==> src/common/lct_pkg.sv <==
/*
  lct_pkg: shared constants and types for the loop counter token block.
  assumes: a 32-bit apb bus, and register offsets that are byte addresses.
*/
package lct_pkg;

  // apb register byte offsets
  localparam logic [7:0] LCT_OFF_CFG   = 8'h00;  // loop test setting, read/write
  localparam logic [7:0] LCT_OFF_STAT  = 8'h04;  // live status, read only
  localparam logic [7:0] LCT_OFF_COUNT = 8'h08;  // current count, read only
  localparam logic [7:0] LCT_OFF_ITER  = 8'h0c;  // go tokens since loop begin, read only

  // status register bit positions
  localparam int unsigned LCT_STAT_ACTIVE = 0;
  localparam int unsigned LCT_STAT_VALID  = 1;
  localparam int unsigned LCT_STAT_FIRST  = 2;
  localparam int unsigned LCT_STAT_FINAL  = 3;
  localparam int unsigned LCT_STAT_EMPTY  = 4;
  localparam int unsigned LCT_STAT_ENABLE = 5;
  localparam int unsigned LCT_STAT_W      = 6;

  // loop test encodings, held in cfg bits 1:0
  typedef enum logic [1:0] {
    LCT_TEST_LE = 2'b00,  // count <= limit
    LCT_TEST_LT = 2'b01,  // count <  limit
    LCT_TEST_GT = 2'b10,  // count >  limit
    LCT_TEST_GE = 2'b11   // count >= limit
  } lct_test_e;

  // values after reset
  localparam lct_test_e   LCT_CFG_RST   = LCT_TEST_LE;
  localparam logic [31:0] LCT_RDATA_RST = 32'h0000_0000;
  localparam logic [31:0] LCT_ITER_RST  = 32'h0000_0000;

  // control sequencer states
  typedef enum logic [1:0] {
    LCT_ST_IDLE = 2'b00,  // inactive, waiting for a loop begin token
    LCT_ST_EVAL = 2'b01,  // compare the fresh count with the limit
    LCT_ST_BODY = 2'b10,  // body running, waiting for iteration finished
    LCT_ST_GAP  = 2'b11   // overhead cycle after loop end
  } lct_state_e;

endpackage

==> src/rtl/lct_loop_counter.sv <==
/*
  lct_loop_counter: one level of a nested loop, driven by control tokens.
  holds the count, the loop test sequencer, the markers and the apb
  register view.
  assumes: tokens and parameters come from logic on pclk, so nothing is
  synchronised; tokens are one-cycle pulses and only one circulates.
*/
// Our own choices: the address map and the APB slave port.
`timescale 1ns/1ps
`default_nettype none

// Notes on behaviour
// - loop test is le, lt, gt or ge
// - loop begin token loads the start value
// - iteration finished token adds the step
// - compare new count with limit after either
// - pass gives iteration go token, valid high
// - fail gives loop finished token, valid low
// - active from loop begin to finished token
// - each loop begin samples fresh start, limit
// - count output meaningful only while valid
// - enable low: valid low, state frozen
// - enable high again resumes where frozen
// - first and final pass markers per loop
// - empty range marker when first test fails
// - nonzero latency, overhead cycle at end
// - next activation may start some cycles later
module lct_loop_counter #(
  parameter int unsigned W = 16  // count, start, step and limit width
) (
  // clock and reset
  input  wire logic         pclk,
  input  wire logic         presetn,
  // apb slave
  input  wire logic         psel,
  input  wire logic         penable,
  input  wire logic         pwrite,
  input  wire logic [7:0]   paddr,
  input  wire logic [31:0]  pwdata,
  output logic      [31:0]  prdata,
  output logic              pready,
  output logic              pslverr,
  // suspend control
  input  wire logic         enable,
  // incoming tokens
  input  wire logic         loop_begin_token,
  input  wire logic         iteration_finished_token,
  // loop parameters
  input  wire logic [W-1:0] start_value,
  input  wire logic [W-1:0] step_value,
  input  wire logic [W-1:0] limit_value,
  // outgoing tokens
  output logic              iteration_go_token,
  output logic              loop_finished_token,
  // loop view
  output logic              valid,
  output logic [W-1:0]      count,
  output logic              loop_active,
  output logic              first_pass_marker,
  output logic              final_pass_marker,
  output logic              empty_range_marker
);

  // sequencer state
  lct_pkg::lct_state_e state;       // current state
  lct_pkg::lct_state_e next_state;  // state after this edge

  // parameters caught at loop begin
  logic [W-1:0]        step_q;   // step for this activation
  logic [W-1:0]        limit_q;  // limit for this activation
  lct_pkg::lct_test_e  mode_q;   // loop test for this activation
  lct_pkg::lct_test_e  cfg_mode; // loop test as software last wrote it

  // iteration bookkeeping
  logic                first_q;     // no iteration finished yet
  logic [31:0]         iter;        // go tokens since loop begin
  logic [W-1:0]        next_count;  // count plus step, wraps at W bits
  logic                pass_now;    // loop test on the current count
  logic                pass_next;   // loop test one step ahead

  // event strobes, all qualified by enable
  logic                take_begin;  // loop begin accepted
  logic                take_done;   // iteration finished accepted
  logic                eval_pass;   // test passed in eval
  logic                eval_fail;   // test failed in eval

  // status word for software
  logic [lct_pkg::LCT_STAT_W-1:0] stat;

  // step adder; a wrap past W bits is the user's range problem
  assign next_count = count + step_q;

  // loop test on the freshly loaded or stepped count
  lct_compare #(
    .W    (W)
  ) u_test_now (
    .mode (mode_q),
    .lhs  (count),
    .rhs  (limit_q),
    .pass (pass_now)
  );

  // same test one step ahead, tells whether this pass is the last
  lct_compare #(
    .W    (W)
  ) u_test_next (
    .mode (mode_q),
    .lhs  (next_count),
    .rhs  (limit_q),
    .pass (pass_next)
  );

  // tokens outside their state are dropped; a frozen block drops all.
  // a begin token that lands in the gap cycle is lost as well, so an
  // outer level must not fire the next activation in the same cycle as the
  // finished token; the gap is the delay that the partner is warned of
  assign take_begin = enable && (state == lct_pkg::LCT_ST_IDLE) && loop_begin_token;
  assign take_done  = enable && (state == lct_pkg::LCT_ST_BODY) &&
                      iteration_finished_token;
  assign eval_pass  = enable && (state == lct_pkg::LCT_ST_EVAL) && pass_now;
  assign eval_fail  = enable && (state == lct_pkg::LCT_ST_EVAL) && !pass_now;

  // next state; with enable low everything holds
  always_comb begin
    next_state = state;
    if (enable) begin
      unique case (state)
        lct_pkg::LCT_ST_IDLE: begin
          // one cycle from token to test gives nonzero latency
          if (loop_begin_token) begin
            next_state = lct_pkg::LCT_ST_EVAL;
          end
        end
        lct_pkg::LCT_ST_EVAL: begin
          if (pass_now) begin
            next_state = lct_pkg::LCT_ST_BODY;
          end else begin
            next_state = lct_pkg::LCT_ST_GAP;
          end
        end
        lct_pkg::LCT_ST_BODY: begin
          if (iteration_finished_token) begin
            next_state = lct_pkg::LCT_ST_EVAL;
          end
        end
        lct_pkg::LCT_ST_GAP: begin
          // overhead cycle lets an outer level settle its tokens
          next_state = lct_pkg::LCT_ST_IDLE;
        end
      endcase
    end
  end

  // only reset acts without pclk; every other change waits for an edge
  // state register; frozen while disabled, so resume is exact
  always_ff @(posedge pclk or negedge presetn) begin
    if (!presetn) begin
      state <= lct_pkg::LCT_ST_IDLE;
    end else begin
      state <= next_state;
    end
  end

  // counter: load on loop begin, step on iteration finished
  // the count is kept after loop end, so software can still read the
  // value that failed the test; a zero step never ends the loop
  always_ff @(posedge pclk or negedge presetn) begin
    if (!presetn) begin
      count <= '0;
    end else if (take_begin) begin
      count <= start_value;
    end else if (take_done) begin
      count <= next_count;
    end
  end

  // catch the parameters each activation, so triangular loops work;
  // catching them also shields the loop from late input changes
  always_ff @(posedge pclk or negedge presetn) begin
    if (!presetn) begin
      step_q  <= '0;
      limit_q <= '0;
      mode_q  <= lct_pkg::LCT_CFG_RST;
    end else if (take_begin) begin
      step_q  <= step_value;
      limit_q <= limit_value;
      mode_q  <= cfg_mode;
    end
  end

  // first flag: set by loop begin, cleared by the first finished body
  always_ff @(posedge pclk or negedge presetn) begin
    if (!presetn) begin
      first_q <= 1'b0;
    end else if (take_begin) begin
      first_q <= 1'b1;
    end else if (take_done) begin
      first_q <= 1'b0;
    end
  end

  // outgoing tokens: one-cycle pulses from the eval state
  always_ff @(posedge pclk or negedge presetn) begin
    if (!presetn) begin
      iteration_go_token  <= 1'b0;
      loop_finished_token <= 1'b0;
    end else begin
      iteration_go_token  <= eval_pass;
      loop_finished_token <= eval_fail;
    end
  end

  // valid follows the body state and drops while disabled
  // taken from next_state so valid rises with the go token and falls on
  // the edge that takes the iteration finished token rather than one cycle late
  always_ff @(posedge pclk or negedge presetn) begin
    if (!presetn) begin
      valid <= 1'b0;
    end else begin
      valid <= enable && (next_state == lct_pkg::LCT_ST_BODY);
    end
  end

  // active from loop begin; already low in the cycle of the finished token
  always_ff @(posedge pclk or negedge presetn) begin
    if (!presetn) begin
      loop_active <= 1'b0;
    end else begin
      loop_active <= (next_state == lct_pkg::LCT_ST_EVAL) ||
                     (next_state == lct_pkg::LCT_ST_BODY);
    end
  end

  // first and final markers stand for the whole body state
  // they are not masked by enable: a suspended body still knows
  // whether it runs the first or the last pass
  always_ff @(posedge pclk or negedge presetn) begin
    if (!presetn) begin
      first_pass_marker <= 1'b0;
      final_pass_marker <= 1'b0;
    end else if (next_state == lct_pkg::LCT_ST_BODY) begin
      first_pass_marker <= first_q;
      final_pass_marker <= !pass_next;
    end else begin
      first_pass_marker <= 1'b0;
      final_pass_marker <= 1'b0;
    end
  end

  // empty marker: a loop that fails its very first test
  always_ff @(posedge pclk or negedge presetn) begin
    if (!presetn) begin
      empty_range_marker <= 1'b0;
    end else if (eval_fail) begin
      empty_range_marker <= first_q;
    end else if (state != lct_pkg::LCT_ST_GAP) begin
      empty_range_marker <= 1'b0;
    end
  end

  // iteration count for software, cleared on each loop begin
  // kept after loop end, so the pass count can be read once it is over
  always_ff @(posedge pclk or negedge presetn) begin
    if (!presetn) begin
      iter <= lct_pkg::LCT_ITER_RST;
    end else if (take_begin) begin
      iter <= lct_pkg::LCT_ITER_RST;
    end else if (eval_pass) begin
      iter <= iter + 32'h0000_0001;
    end
  end

  // status word; every bit is a flop or the enable level
  // enable is shown raw, so software sees a suspend as it happens
  always_comb begin
    stat                           = '0;
    stat[lct_pkg::LCT_STAT_ACTIVE] = loop_active;
    stat[lct_pkg::LCT_STAT_VALID]  = valid;
    stat[lct_pkg::LCT_STAT_FIRST]  = first_pass_marker;
    stat[lct_pkg::LCT_STAT_FINAL]  = final_pass_marker;
    stat[lct_pkg::LCT_STAT_EMPTY]  = empty_range_marker;
    stat[lct_pkg::LCT_STAT_ENABLE] = enable;
  end

  // register view over apb
  lct_apb #(
    .W        (W)
  ) u_apb (
    .pclk     (pclk),
    .presetn  (presetn),
    .psel     (psel),
    .penable  (penable),
    .pwrite   (pwrite),
    .paddr    (paddr),
    .pwdata   (pwdata),
    .prdata   (prdata),
    .pready   (pready),
    .pslverr  (pslverr),
    .cfg_mode (cfg_mode),
    .stat     (stat),
    .count    (count),
    .iter     (iter)
  );

endmodule

`default_nettype wire

==> src/rtl/lct_compare.sv <==
/*
  lct_compare: the static loop test between a count and a limit.
  assumes: both operands are unsigned and of the same width.
*/
`timescale 1ns/1ps
`default_nettype none

module lct_compare #(
  parameter int unsigned W = 16
) (
  // test setting
  input  wire lct_pkg::lct_test_e mode,
  // operands
  input  wire logic [W-1:0]       lhs,
  input  wire logic [W-1:0]       rhs,
  // result
  output logic                    pass
);

  // pure combinational test, no state
  always_comb begin
    pass = 1'b0;  // safe value should the setting ever be unknown
    unique case (mode)
      lct_pkg::LCT_TEST_LE: pass = (lhs <= rhs);
      lct_pkg::LCT_TEST_LT: pass = (lhs <  rhs);
      lct_pkg::LCT_TEST_GT: pass = (lhs >  rhs);
      lct_pkg::LCT_TEST_GE: pass = (lhs >= rhs);
    endcase
  end

endmodule

`default_nettype wire

==> src/rtl/lct_apb.sv <==
/*
  lct_apb: apb slave with the cfg register and the read mux.
  assumes: pclk domain only; one wait state per transfer.
*/
`timescale 1ns/1ps
`default_nettype none

module lct_apb #(
  parameter int unsigned W = 16
) (
  // clock and reset
  input  wire logic                          pclk,
  input  wire logic                          presetn,
  // apb slave
  input  wire logic                          psel,
  input  wire logic                          penable,
  input  wire logic                          pwrite,
  input  wire logic [7:0]                    paddr,
  input  wire logic [31:0]                   pwdata,
  output logic      [31:0]                   prdata,
  output logic                               pready,
  output logic                               pslverr,
  // block side
  output lct_pkg::lct_test_e                 cfg_mode,
  input  wire logic [lct_pkg::LCT_STAT_W-1:0] stat,
  input  wire logic [W-1:0]                  count,
  input  wire logic [31:0]                   iter
);

  logic [31:0] rd_word;  // read mux result
  logic        rd_miss;  // address maps to nothing

  // decode; unmapped reads give zero and an error
  always_comb begin
    rd_word = 32'h0000_0000;
    rd_miss = 1'b0;
    unique case (paddr)
      lct_pkg::LCT_OFF_CFG:   rd_word = {30'h0000_0000, cfg_mode};
      lct_pkg::LCT_OFF_STAT:  rd_word = {{(32-lct_pkg::LCT_STAT_W){1'b0}}, stat};
      lct_pkg::LCT_OFF_COUNT: rd_word = {{(32-W){1'b0}}, count};
      lct_pkg::LCT_OFF_ITER:  rd_word = iter;
      default:                rd_miss = 1'b1;
    endcase
  end

  // one wait state keeps every bus output on a flip-flop
  always_ff @(posedge pclk or negedge presetn) begin
    if (!presetn) begin
      pready  <= 1'b0;
      prdata  <= lct_pkg::LCT_RDATA_RST;
      pslverr <= 1'b0;
    end else if (psel && penable && !pready) begin
      pready  <= 1'b1;
      prdata  <= pwrite ? lct_pkg::LCT_RDATA_RST : rd_word;
      pslverr <= rd_miss;
    end else begin
      pready  <= 1'b0;
      prdata  <= lct_pkg::LCT_RDATA_RST;
      pslverr <= 1'b0;
    end
  end

  // cfg write lands on the edge that completes the transfer
  always_ff @(posedge pclk or negedge presetn) begin
    if (!presetn) begin
      cfg_mode <= lct_pkg::LCT_CFG_RST;
    end else if (psel && penable && pready && pwrite && paddr == lct_pkg::LCT_OFF_CFG) begin
      cfg_mode <= lct_pkg::lct_test_e'(pwdata[1:0]);
    end
  end

endmodule

`default_nettype wire

==> config.mk <==
export PLATFORM = sky130hd
export DESIGN_NAME = lct_loop_counter
export DESIGN_NICKNAME = d
export VERILOG_FILES = /design/src/common/lct_pkg.sv /design/src/rtl/lct_loop_counter.sv /design/src/rtl/lct_compare.sv /design/src/rtl/lct_apb.sv
export SDC_FILE = /design/constraint.sdc
export NUM_CORES = 1
export LEC_CHECK = 0
export BUFFER_PORTS_ARGS = -buffer_cell sky130_fd_sc_hd__buf_4
export CAP_MARGIN = 20
export CORE_UTILIZATION = 35
export CTS_CLUSTER_DIAMETER = 60
export CTS_CLUSTER_SIZE = 25
export DETAILED_ROUTE_END_ITERATION = 16
export GPL_ROUTABILITY_DRIVEN = 0
export PLACE_DENSITY = 0.55
export SLEW_MARGIN = 20
export SYNTH_ARGS = -nofsm -noshare
export SYNTH_HDL_FRONTEND = slang
export SYNTH_SLANG_ARGS = --single-unit
==> constraint.sdc <==
create_clock -name pclk -period 6.1 [get_ports pclk]
set_input_delay 0.915 -clock pclk [delete_from_list [all_inputs] [get_ports pclk]]
set_output_delay 0.915 -clock pclk [all_outputs]
set_load 0.01 [all_outputs]
==> metrics, run 1 <==
status finished, final reports clean; RSZ-0062 raised after global routing no; Yosys top cell by area dfrtp_1; TritonRoute pass-1 iters 8; CTS tree built; CTS H-Tree Depth 4; Most used DFF post-synth dfrtp_1; fin area 9000 um^2; Max VDD drop 228 uV; I/O pins 153; number of synthesized register bits 128; delay-heaviest family, CP compound AO/OA/AOI/OAI gates; Num CTS Buffers 17; post-CTS sizing 0; Least-Margin Pin Slew 0.851 ns; Root Buffer clkbuf_16; critical path type flop to flop; DRT Wirelength 19200 um; n_diodes 0; Max Slew Vio Count 0; initial antenna violation count 0; number of port buffers 122; layout cells sized above 1 20.2%; global-route wire length before repair 31400 um; crit-path max FO 5; post-route minimum period 3.77 ns; clock skew 0.00778 ns; num rows 52; placed insts 1148; Setup TNS 0 ns; CP most frequent cell a21o_1; gr ovfl total 0; core region area 20400 um^2; Via-to-Cell Ratio 5.10; post-CTS setup buffer count 0; Power Total 4330 uW; Critical Path, Cell by Cell ha_1, fa_1, a21o_1, a21oi_1, o21ai_0, a311oi_1, o21bai_1, xor2_1, ha_1, a21o_1, a21o_1, a21oi_1, o21ai_0, o311a_1, o21a_1; Worst Path Buf+Inv 0; largest net degree at the start of global routing 77; Global Route met1 Usage 25.0%; met2 Track Usage GR 31.1%; post-synthesis average cell area 9.26 um^2; Unique masters post-synth 60; CTS Hold Bufs 0; Die Ht 147 um; Clk pin slew, worst setup/hold paths 0.06 ns; Antenna Nets Post-Route 0; vias in the first global route 5895; die width 147 um; Lkg Pwr 0.00445 uW; placed cell area 8450 um^2; top cells by area, synth dfrtp_1 (44%), ha_1 (8.4%), nand2_1 (7.6%); worst min path class flop to flop; full die area 21500 um^2; Clk Latency, worst-skew pair 0.42 ns; crit path DAT 4.08 ns; DR DRC count 0; hpwl dp 13500 um; nets@finish 1043; Syn Std Cell Area 7310 um^2; Synth Instances 789; Worst slew margin 43.2%; CP endpoint kind flop; Total GRT Usage 18.8%; Max Clk Rate 265 MHz; Post-synth EDFFs 0; vias 6011; largest stage delay on the critical path 0.43 ns; Period Utilization, post-route 61.8%; Final setup viols 0; DR iter-0 viols 309; GRT met3 Usage 3.31%; nature of the critical path startpoint flop; Ys Warns 0; area share of the largest cell type after synthesis 43.8%; final cell count without fillers 1179; sequential area share after synthesis 43.8%; most used routing layer met2; Sinks on Clock Net 128; number of max-cap violations 0; Clock Path Buffers 2; syn_nets 935; ys async rst share 100%; CP max stage cell dfrtp_1; Final Hold Viols 0; starting density of the core 35.9%; routed len/inst 16.2 um; PwrDens 481 nW/um^2; CP required 6.41 ns; area grow syn2layout 23.2%
[layout by cell type, fill, tap and decap left out, drive strengths merged, types with 18 or more instances in the layout]
cell type,synthesis,final
a21oi,47,47
and2,21,21
and3,19,19
buf,16,129
clkbuf,24,18
dfrtp,128,128
ha,49,49
inv,30,31
mux2i,29,29
nand2,148,148
nand3,20,20
nand4,25,25
nor2,41,41
o21ai,43,43
[per-stage QoR]
step / hold WS [ns] / setup slack (ns) / util (%)
2_1_floorplan: 0.450 / 2.82 / -
3_3_place_gp: 0.466 / 2.37 / 41.5
3_5_place_dp: 0.469 / 2.35 / 41.5
4_1_cts: 0.484 / 2.33 / 44.2
5_1_grt: 0.508 / 2.09 / 44.2
6_report: 0.478 / 2.33 / 44.2
[Yosys cell counts, types with 2 or more instances]
master     number
nor3_1          7
and3_1         18
nand4_1        24
o21ai_1         3
dfrtp_1       128
o211ai_1        5
inv_1          30
nand3_1        20
or2_2           4
a31oi_1        10
nor2b_1         4
mux4_2          2
a21o_1         16
o21bai_1        5
nand2b_1       17
and2b_2         2
and4_1          2
and4_4          2
xor2_1          5
a2111oi_0       2
a22oi_1        12
or4_1           2
clkbuf_1       23
buf_4           2
o21ai_0        39
and2_1         21
mux2i_1        29
xnor2_1        10
nand2_1       148
o22ai_1         2
a2111o_1       12
buf_1           3
a22o_1          2
a21oi_1        47
buf_2          10
nor2_1         40
o21a_1          5
ha_1           49
mux2_2          5
o31ai_1         2
[sequential cells by signal, indices dropped and copies added (netlist names), 2 cells and up]
signal,count
count,16
iter,32
limit_q,16
mode_q,2
state,2
step_q,16
u_apb.cfg_mode,2
u_apb.prdata,32
[layer usage]
| layer | vias up | part of all wire, % |
|---|---|---|
| met1 | 2871 | 46 |
| met2 | 119 | 48 |
| li1 | 2998 | - |
| met4 | 0 | 1.5 |
| met5 | - | 0 |
| met3 | 23 | 3.7 |
[final cells by class]
cell class	count	area, um^2
Clock inverter	13	116
Multi-Input combinational cell	591	3820
Timing Repair Buffer	129	968
Sequential cell	128	3200
Fill cell	2023	11400
Inverter	30	113
Clock buffer	18	439
Tap cell	270	338
[worst register-to-register path: stages, from the launching register on]
cell      delay, ns
dfrtp_1        0.43
ha_1           0.28
fa_1           0.41
a21o_1         0.17
a21oi_1        0.28
o21ai_0        0.24
a311oi_1       0.31
o21bai_1       0.13
xor2_1         0.18
ha_1           0.19
a21o_1         0.15
a21o_1         0.17
a21oi_1        0.13
o21ai_0        0.16
o311a_1        0.32
o21a_1         0.11
[path summary, 6_finish.rpt]
kind	startpoint	endpoint	slack (ns)	cells past startpoint
hold reg to reg	step_q[10]	step_q[10]	0.48	2
hold / removal	step_q[10]	step_q[10]	0.48	2
setup / recovery	count[0]	final_pass_marker	2.33	15
setup reg to reg	count[0]	final_pass_marker	2.33	15
max in group asynchronous	presetn	iter[6]	4.17	2
min in group asynchronous	presetn	u_apb.prdata[4]	0.59	1
[kinds of logic after synthesis]
logic type,after synthesis,share of synthesized area [%]
xor gates and xnor gates,15,1.80
buffers and inverters,70,3.99
muxes,36,5.36
DFF,128,43.8
AOI/OAI and AO/OA,173,15.5
and+or+nand+nor,317,20.8
adders and majority gates,50,8.66
[where the power goes]
group / leakage (uW) / internal [uW] / total (uW) / switching, uW
Combinational: 0.00250 / 908 / 2140 / 1240
Sequential: 0.00169 / 1040 / 1220 / 187
Clock: 0.000256 / 567 / 963 / 396
Total: 0.00445 / 2510 / 4330 / 1820
(Power assumes the default switching activity.)
==> run 2: changes to the inputs <==
Settings changed: ABC_AREA set to 1, PLACE_DENSITY 0.55 to 0.57.
Clock period 6.1 ns to 3.2 ns, I/O delays scaled along.
==> metrics, run 2 <==
Max Slew Vio Count 0 (unchanged); Max VDD drop 408 uV (+79%); worst min path class input pin to flop; nets@finish 1298 (+24%); global-route wire length before repair 34000 um (+8.1%); I/O pins 153 (unchanged); status finished, final reports clean; Via-to-Cell Ratio 4.71 (-7.7%); Antenna Nets Post-Route 0 (unchanged); top cells by area, synth dfrtp_1 (42%), nand2_1 (16%), ha_1 (8.1%); Ys Warns 0 (unchanged); CP endpoint kind flop; Num CTS Buffers 17 (unchanged); Root Buffer clkbuf_16; Unique masters post-synth 45 (-25%); starting density of the core 35.9% (about the same); nature of the critical path startpoint flop; Lkg Pwr 0.00504 uW (+13%); RSZ-0062 raised after global routing yes; post-route minimum period 3.08 ns (-0.690 ns); PwrDens 922 nW/um^2 (+92%); Final Hold Viols 0 (unchanged); number of max-cap violations 0 (unchanged); initial antenna violation count 0 (unchanged); vias in the first global route 6769 (+15%); layout cells sized above 1 21.7% (+1.5 points); Final setup viols 0 (unchanged); Synth Instances 988 (+25%); full die area 22200 um^2 (+3.5%); routed len/inst 14.2 um (-13%); FF-to-FF path depth 19 (+4); die width 149 um (+1.8%); Most used DFF post-synth dfrtp_1; Worst slew margin 39.9% (-3.4 points); clock skew 0.0104 ns (+0.00266 ns); gr ovfl total 0 (unchanged); crit-path max FO 3 (-2); DR DRC count 0 (unchanged); Sinks on Clock Net 128 (unchanged); DRT Wirelength 20400 um (+6.4%); Hold Startpoint step_value[2]; post-synthesis average cell area 7.66 um^2 (-17%); reg-to-reg endpoint final_pass_marker; CP required 3.51 ns (-2.90 ns); number of port buffers 122 (unchanged); core region area 21100 um^2 (+3.6%); Register-to-Register Setup Slack 0.12 ns (-2.21 ns); Clk Latency, worst-skew pair 0.43 ns (about the same); Post-synth EDFFs 0 (unchanged); Clock Path Buffers 2 (unchanged); Setup TNS 0 ns (unchanged); CTS tree built; num rows 53 (+1.9%); syn_nets 1134 (+21%); TritonRoute pass-1 iters 4 (-4); commonest non-fill, non-tap cell in the layout nand2_1; DR iter-0 viols 304 (-1.6%); Period Utilization, post-route 96.2% (+34 points); area grow syn2layout 29.8%; Clk pin slew, worst setup/hold paths 0.06 ns (about the same); fin util 46.6% (+2.4 points); RR Startpoint step_q[0]; n_diodes 0 (unchanged); Regs by FF count iter x32, u_apb.prdata x32; crit path DAT 3.39 ns (-0.69 ns); Syn Std Cell Area 7570 um^2 (+3.6%); ys async rst share 100% (unchanged); Total GRT Usage 19.7% (+0.90 points); area share of the largest cell type after synthesis 42.3% (-1.5 points); most numerous cell in the Yosys netlist nand2_1; most frequent cells in the layout nand2_1 (310), buf_4 (172), dfrtp_1 (128); Commonest cells post-synth nand2_1 (321), dfrtp_1 (128), inv_1 (104), nor2_1 (88), nand3_1 (60); largest net degree at the start of global routing 93 (+21%); Least-Margin Pin Slew 0.902 ns (+0.0507 ns); number of synthesized register bits 128 (unchanged); Hold Path Sink step_q[2]; Max Clk Rate 325 MHz (+22%); CTS H-Tree Depth 4 (unchanged); vias 6779 (+13%); hpwl dp 15300 um (+13%); Die Ht 149 um (+1.8%); filler cell count 2175 (+7.5%); worst hold stages 3 (+1); Yosys top cell by area dfrtp_1; sequential area share after synthesis 42.3% (-1.5 points); critical path type flop to flop
==> run 2: repair_timing <==
| action | 4_1_cts | 5_1_grt |
|---|---|---|
| setup buffers | 1 | 4 |
| hold buffers | 1 | 0 |
| pin swaps | 5 | 15 |
| endpoints found under the hold margin | 18 | 0 |
| gates resized for setup | 7 | 24 |
| setup endpoints to repair | 1 | 1 |
| gates cloned | 0 | 0 |
==> run 2: layout make-up <==
| class | instances | area (um^2) | area share (%) |
|---|---|---|---|
| multi-input combinational | 721 | 3920 | 39.9 |
| timing repair buffer | 174 | 1320 | 13.4 |
| clock buffer | 20 | 447 | 4.54 |
| inverter | 110 | 413 | 4.20 |
| sequential | 128 | 3200 | 32.6 |
| clock inverter | 12 | 181 | 1.85 |
| tap | 275 | 344 | 3.50 |
==> run 2: kinds of logic (layout without fill, tap and decap cells) <==
group	count (synthesis)	in the layout	share of synthesized area (%)
simple gates	528	528	29.4
buf+inv	139	316	7.62
compound gates	104	104	7.75
fa+ha+maj	50	50	8.36
xor+xnor	39	39	4.51
flops	128	128	42.3
==> run 2: stage by stage <==
| stage | total power, uW | cell area (um^2) | worst slack [ns] | std cells | hold WS, ns |
|---|---|---|---|---|---|
| after global routing | 9900 | 9830 | -0.0902 | 1440 | 0.233 |
| after floorplan | 5070 | 7570 | 0.168 | 988 | 0.184 |
| after detailed placement | 6650 | 9020 | -0.137 | 1402 | 0.378 |
| after CTS | 8850 | 9700 | 0.000532 | 1436 | 0.229 |
| final | 9060 | 9830 | 0.121 | 1440 | 0.241 |
| after global placement | 6560 | 9020 | -0.114 | 1402 | 0.375 |
==> run 2: worst max-delay path: stages (launching register included) <==
cell      delay, ns
dfrtp_1        0.38
ha_2           0.21
fa_2           0.41
nand3_2        0.08
nand2_2        0.08
a21oi_4        0.17
o21ai_4        0.10
nand2_2        0.10
nand3b_1       0.08
and2_1         0.15
ha_1           0.28
nand2_2        0.07
nor2_4         0.11
nand4_1        0.16
buf_4          0.19
a21o_1         0.15
nand2_2        0.08
nand3_2        0.06
nand2_1        0.06
nor2_1         0.04
==> run 2: metal layers <==
metal  share of wire (%)  vias up  GRT usage [%]  routed length [um]
met4                 2.0        0           6.17                 417
met1                  46     3145           25.5                9420
met5                   0        -              0                   0
li1                    -     3484              -                   -
met2                  49      123           32.9                9880
met3                 3.2       27           4.07                 659
==> run 2: power by group <==
| part | switching, uW | total [uW] | internal [uW] |
|---|---|---|---|
| clock | 757 | 2090 | 1330 |
| sequential | 254 | 2240 | 1990 |
| combinational | 2690 | 4730 | 2040 |
==> run 2: how the worst max path moves through the flow <==
stage               startpoint                end  slack (ns)  cells after the start
global placement      count[0]  final_pass_marker       -0.11                     19
CTS                   count[0]  final_pass_marker      0.0005                     18
global route         step_q[0]  final_pass_marker       -0.09                     18
detailed placement    count[0]  final_pass_marker       -0.14                     18
finish               step_q[0]  final_pass_marker        0.12                     19
floorplan             count[0]  final_pass_marker        0.17                     17
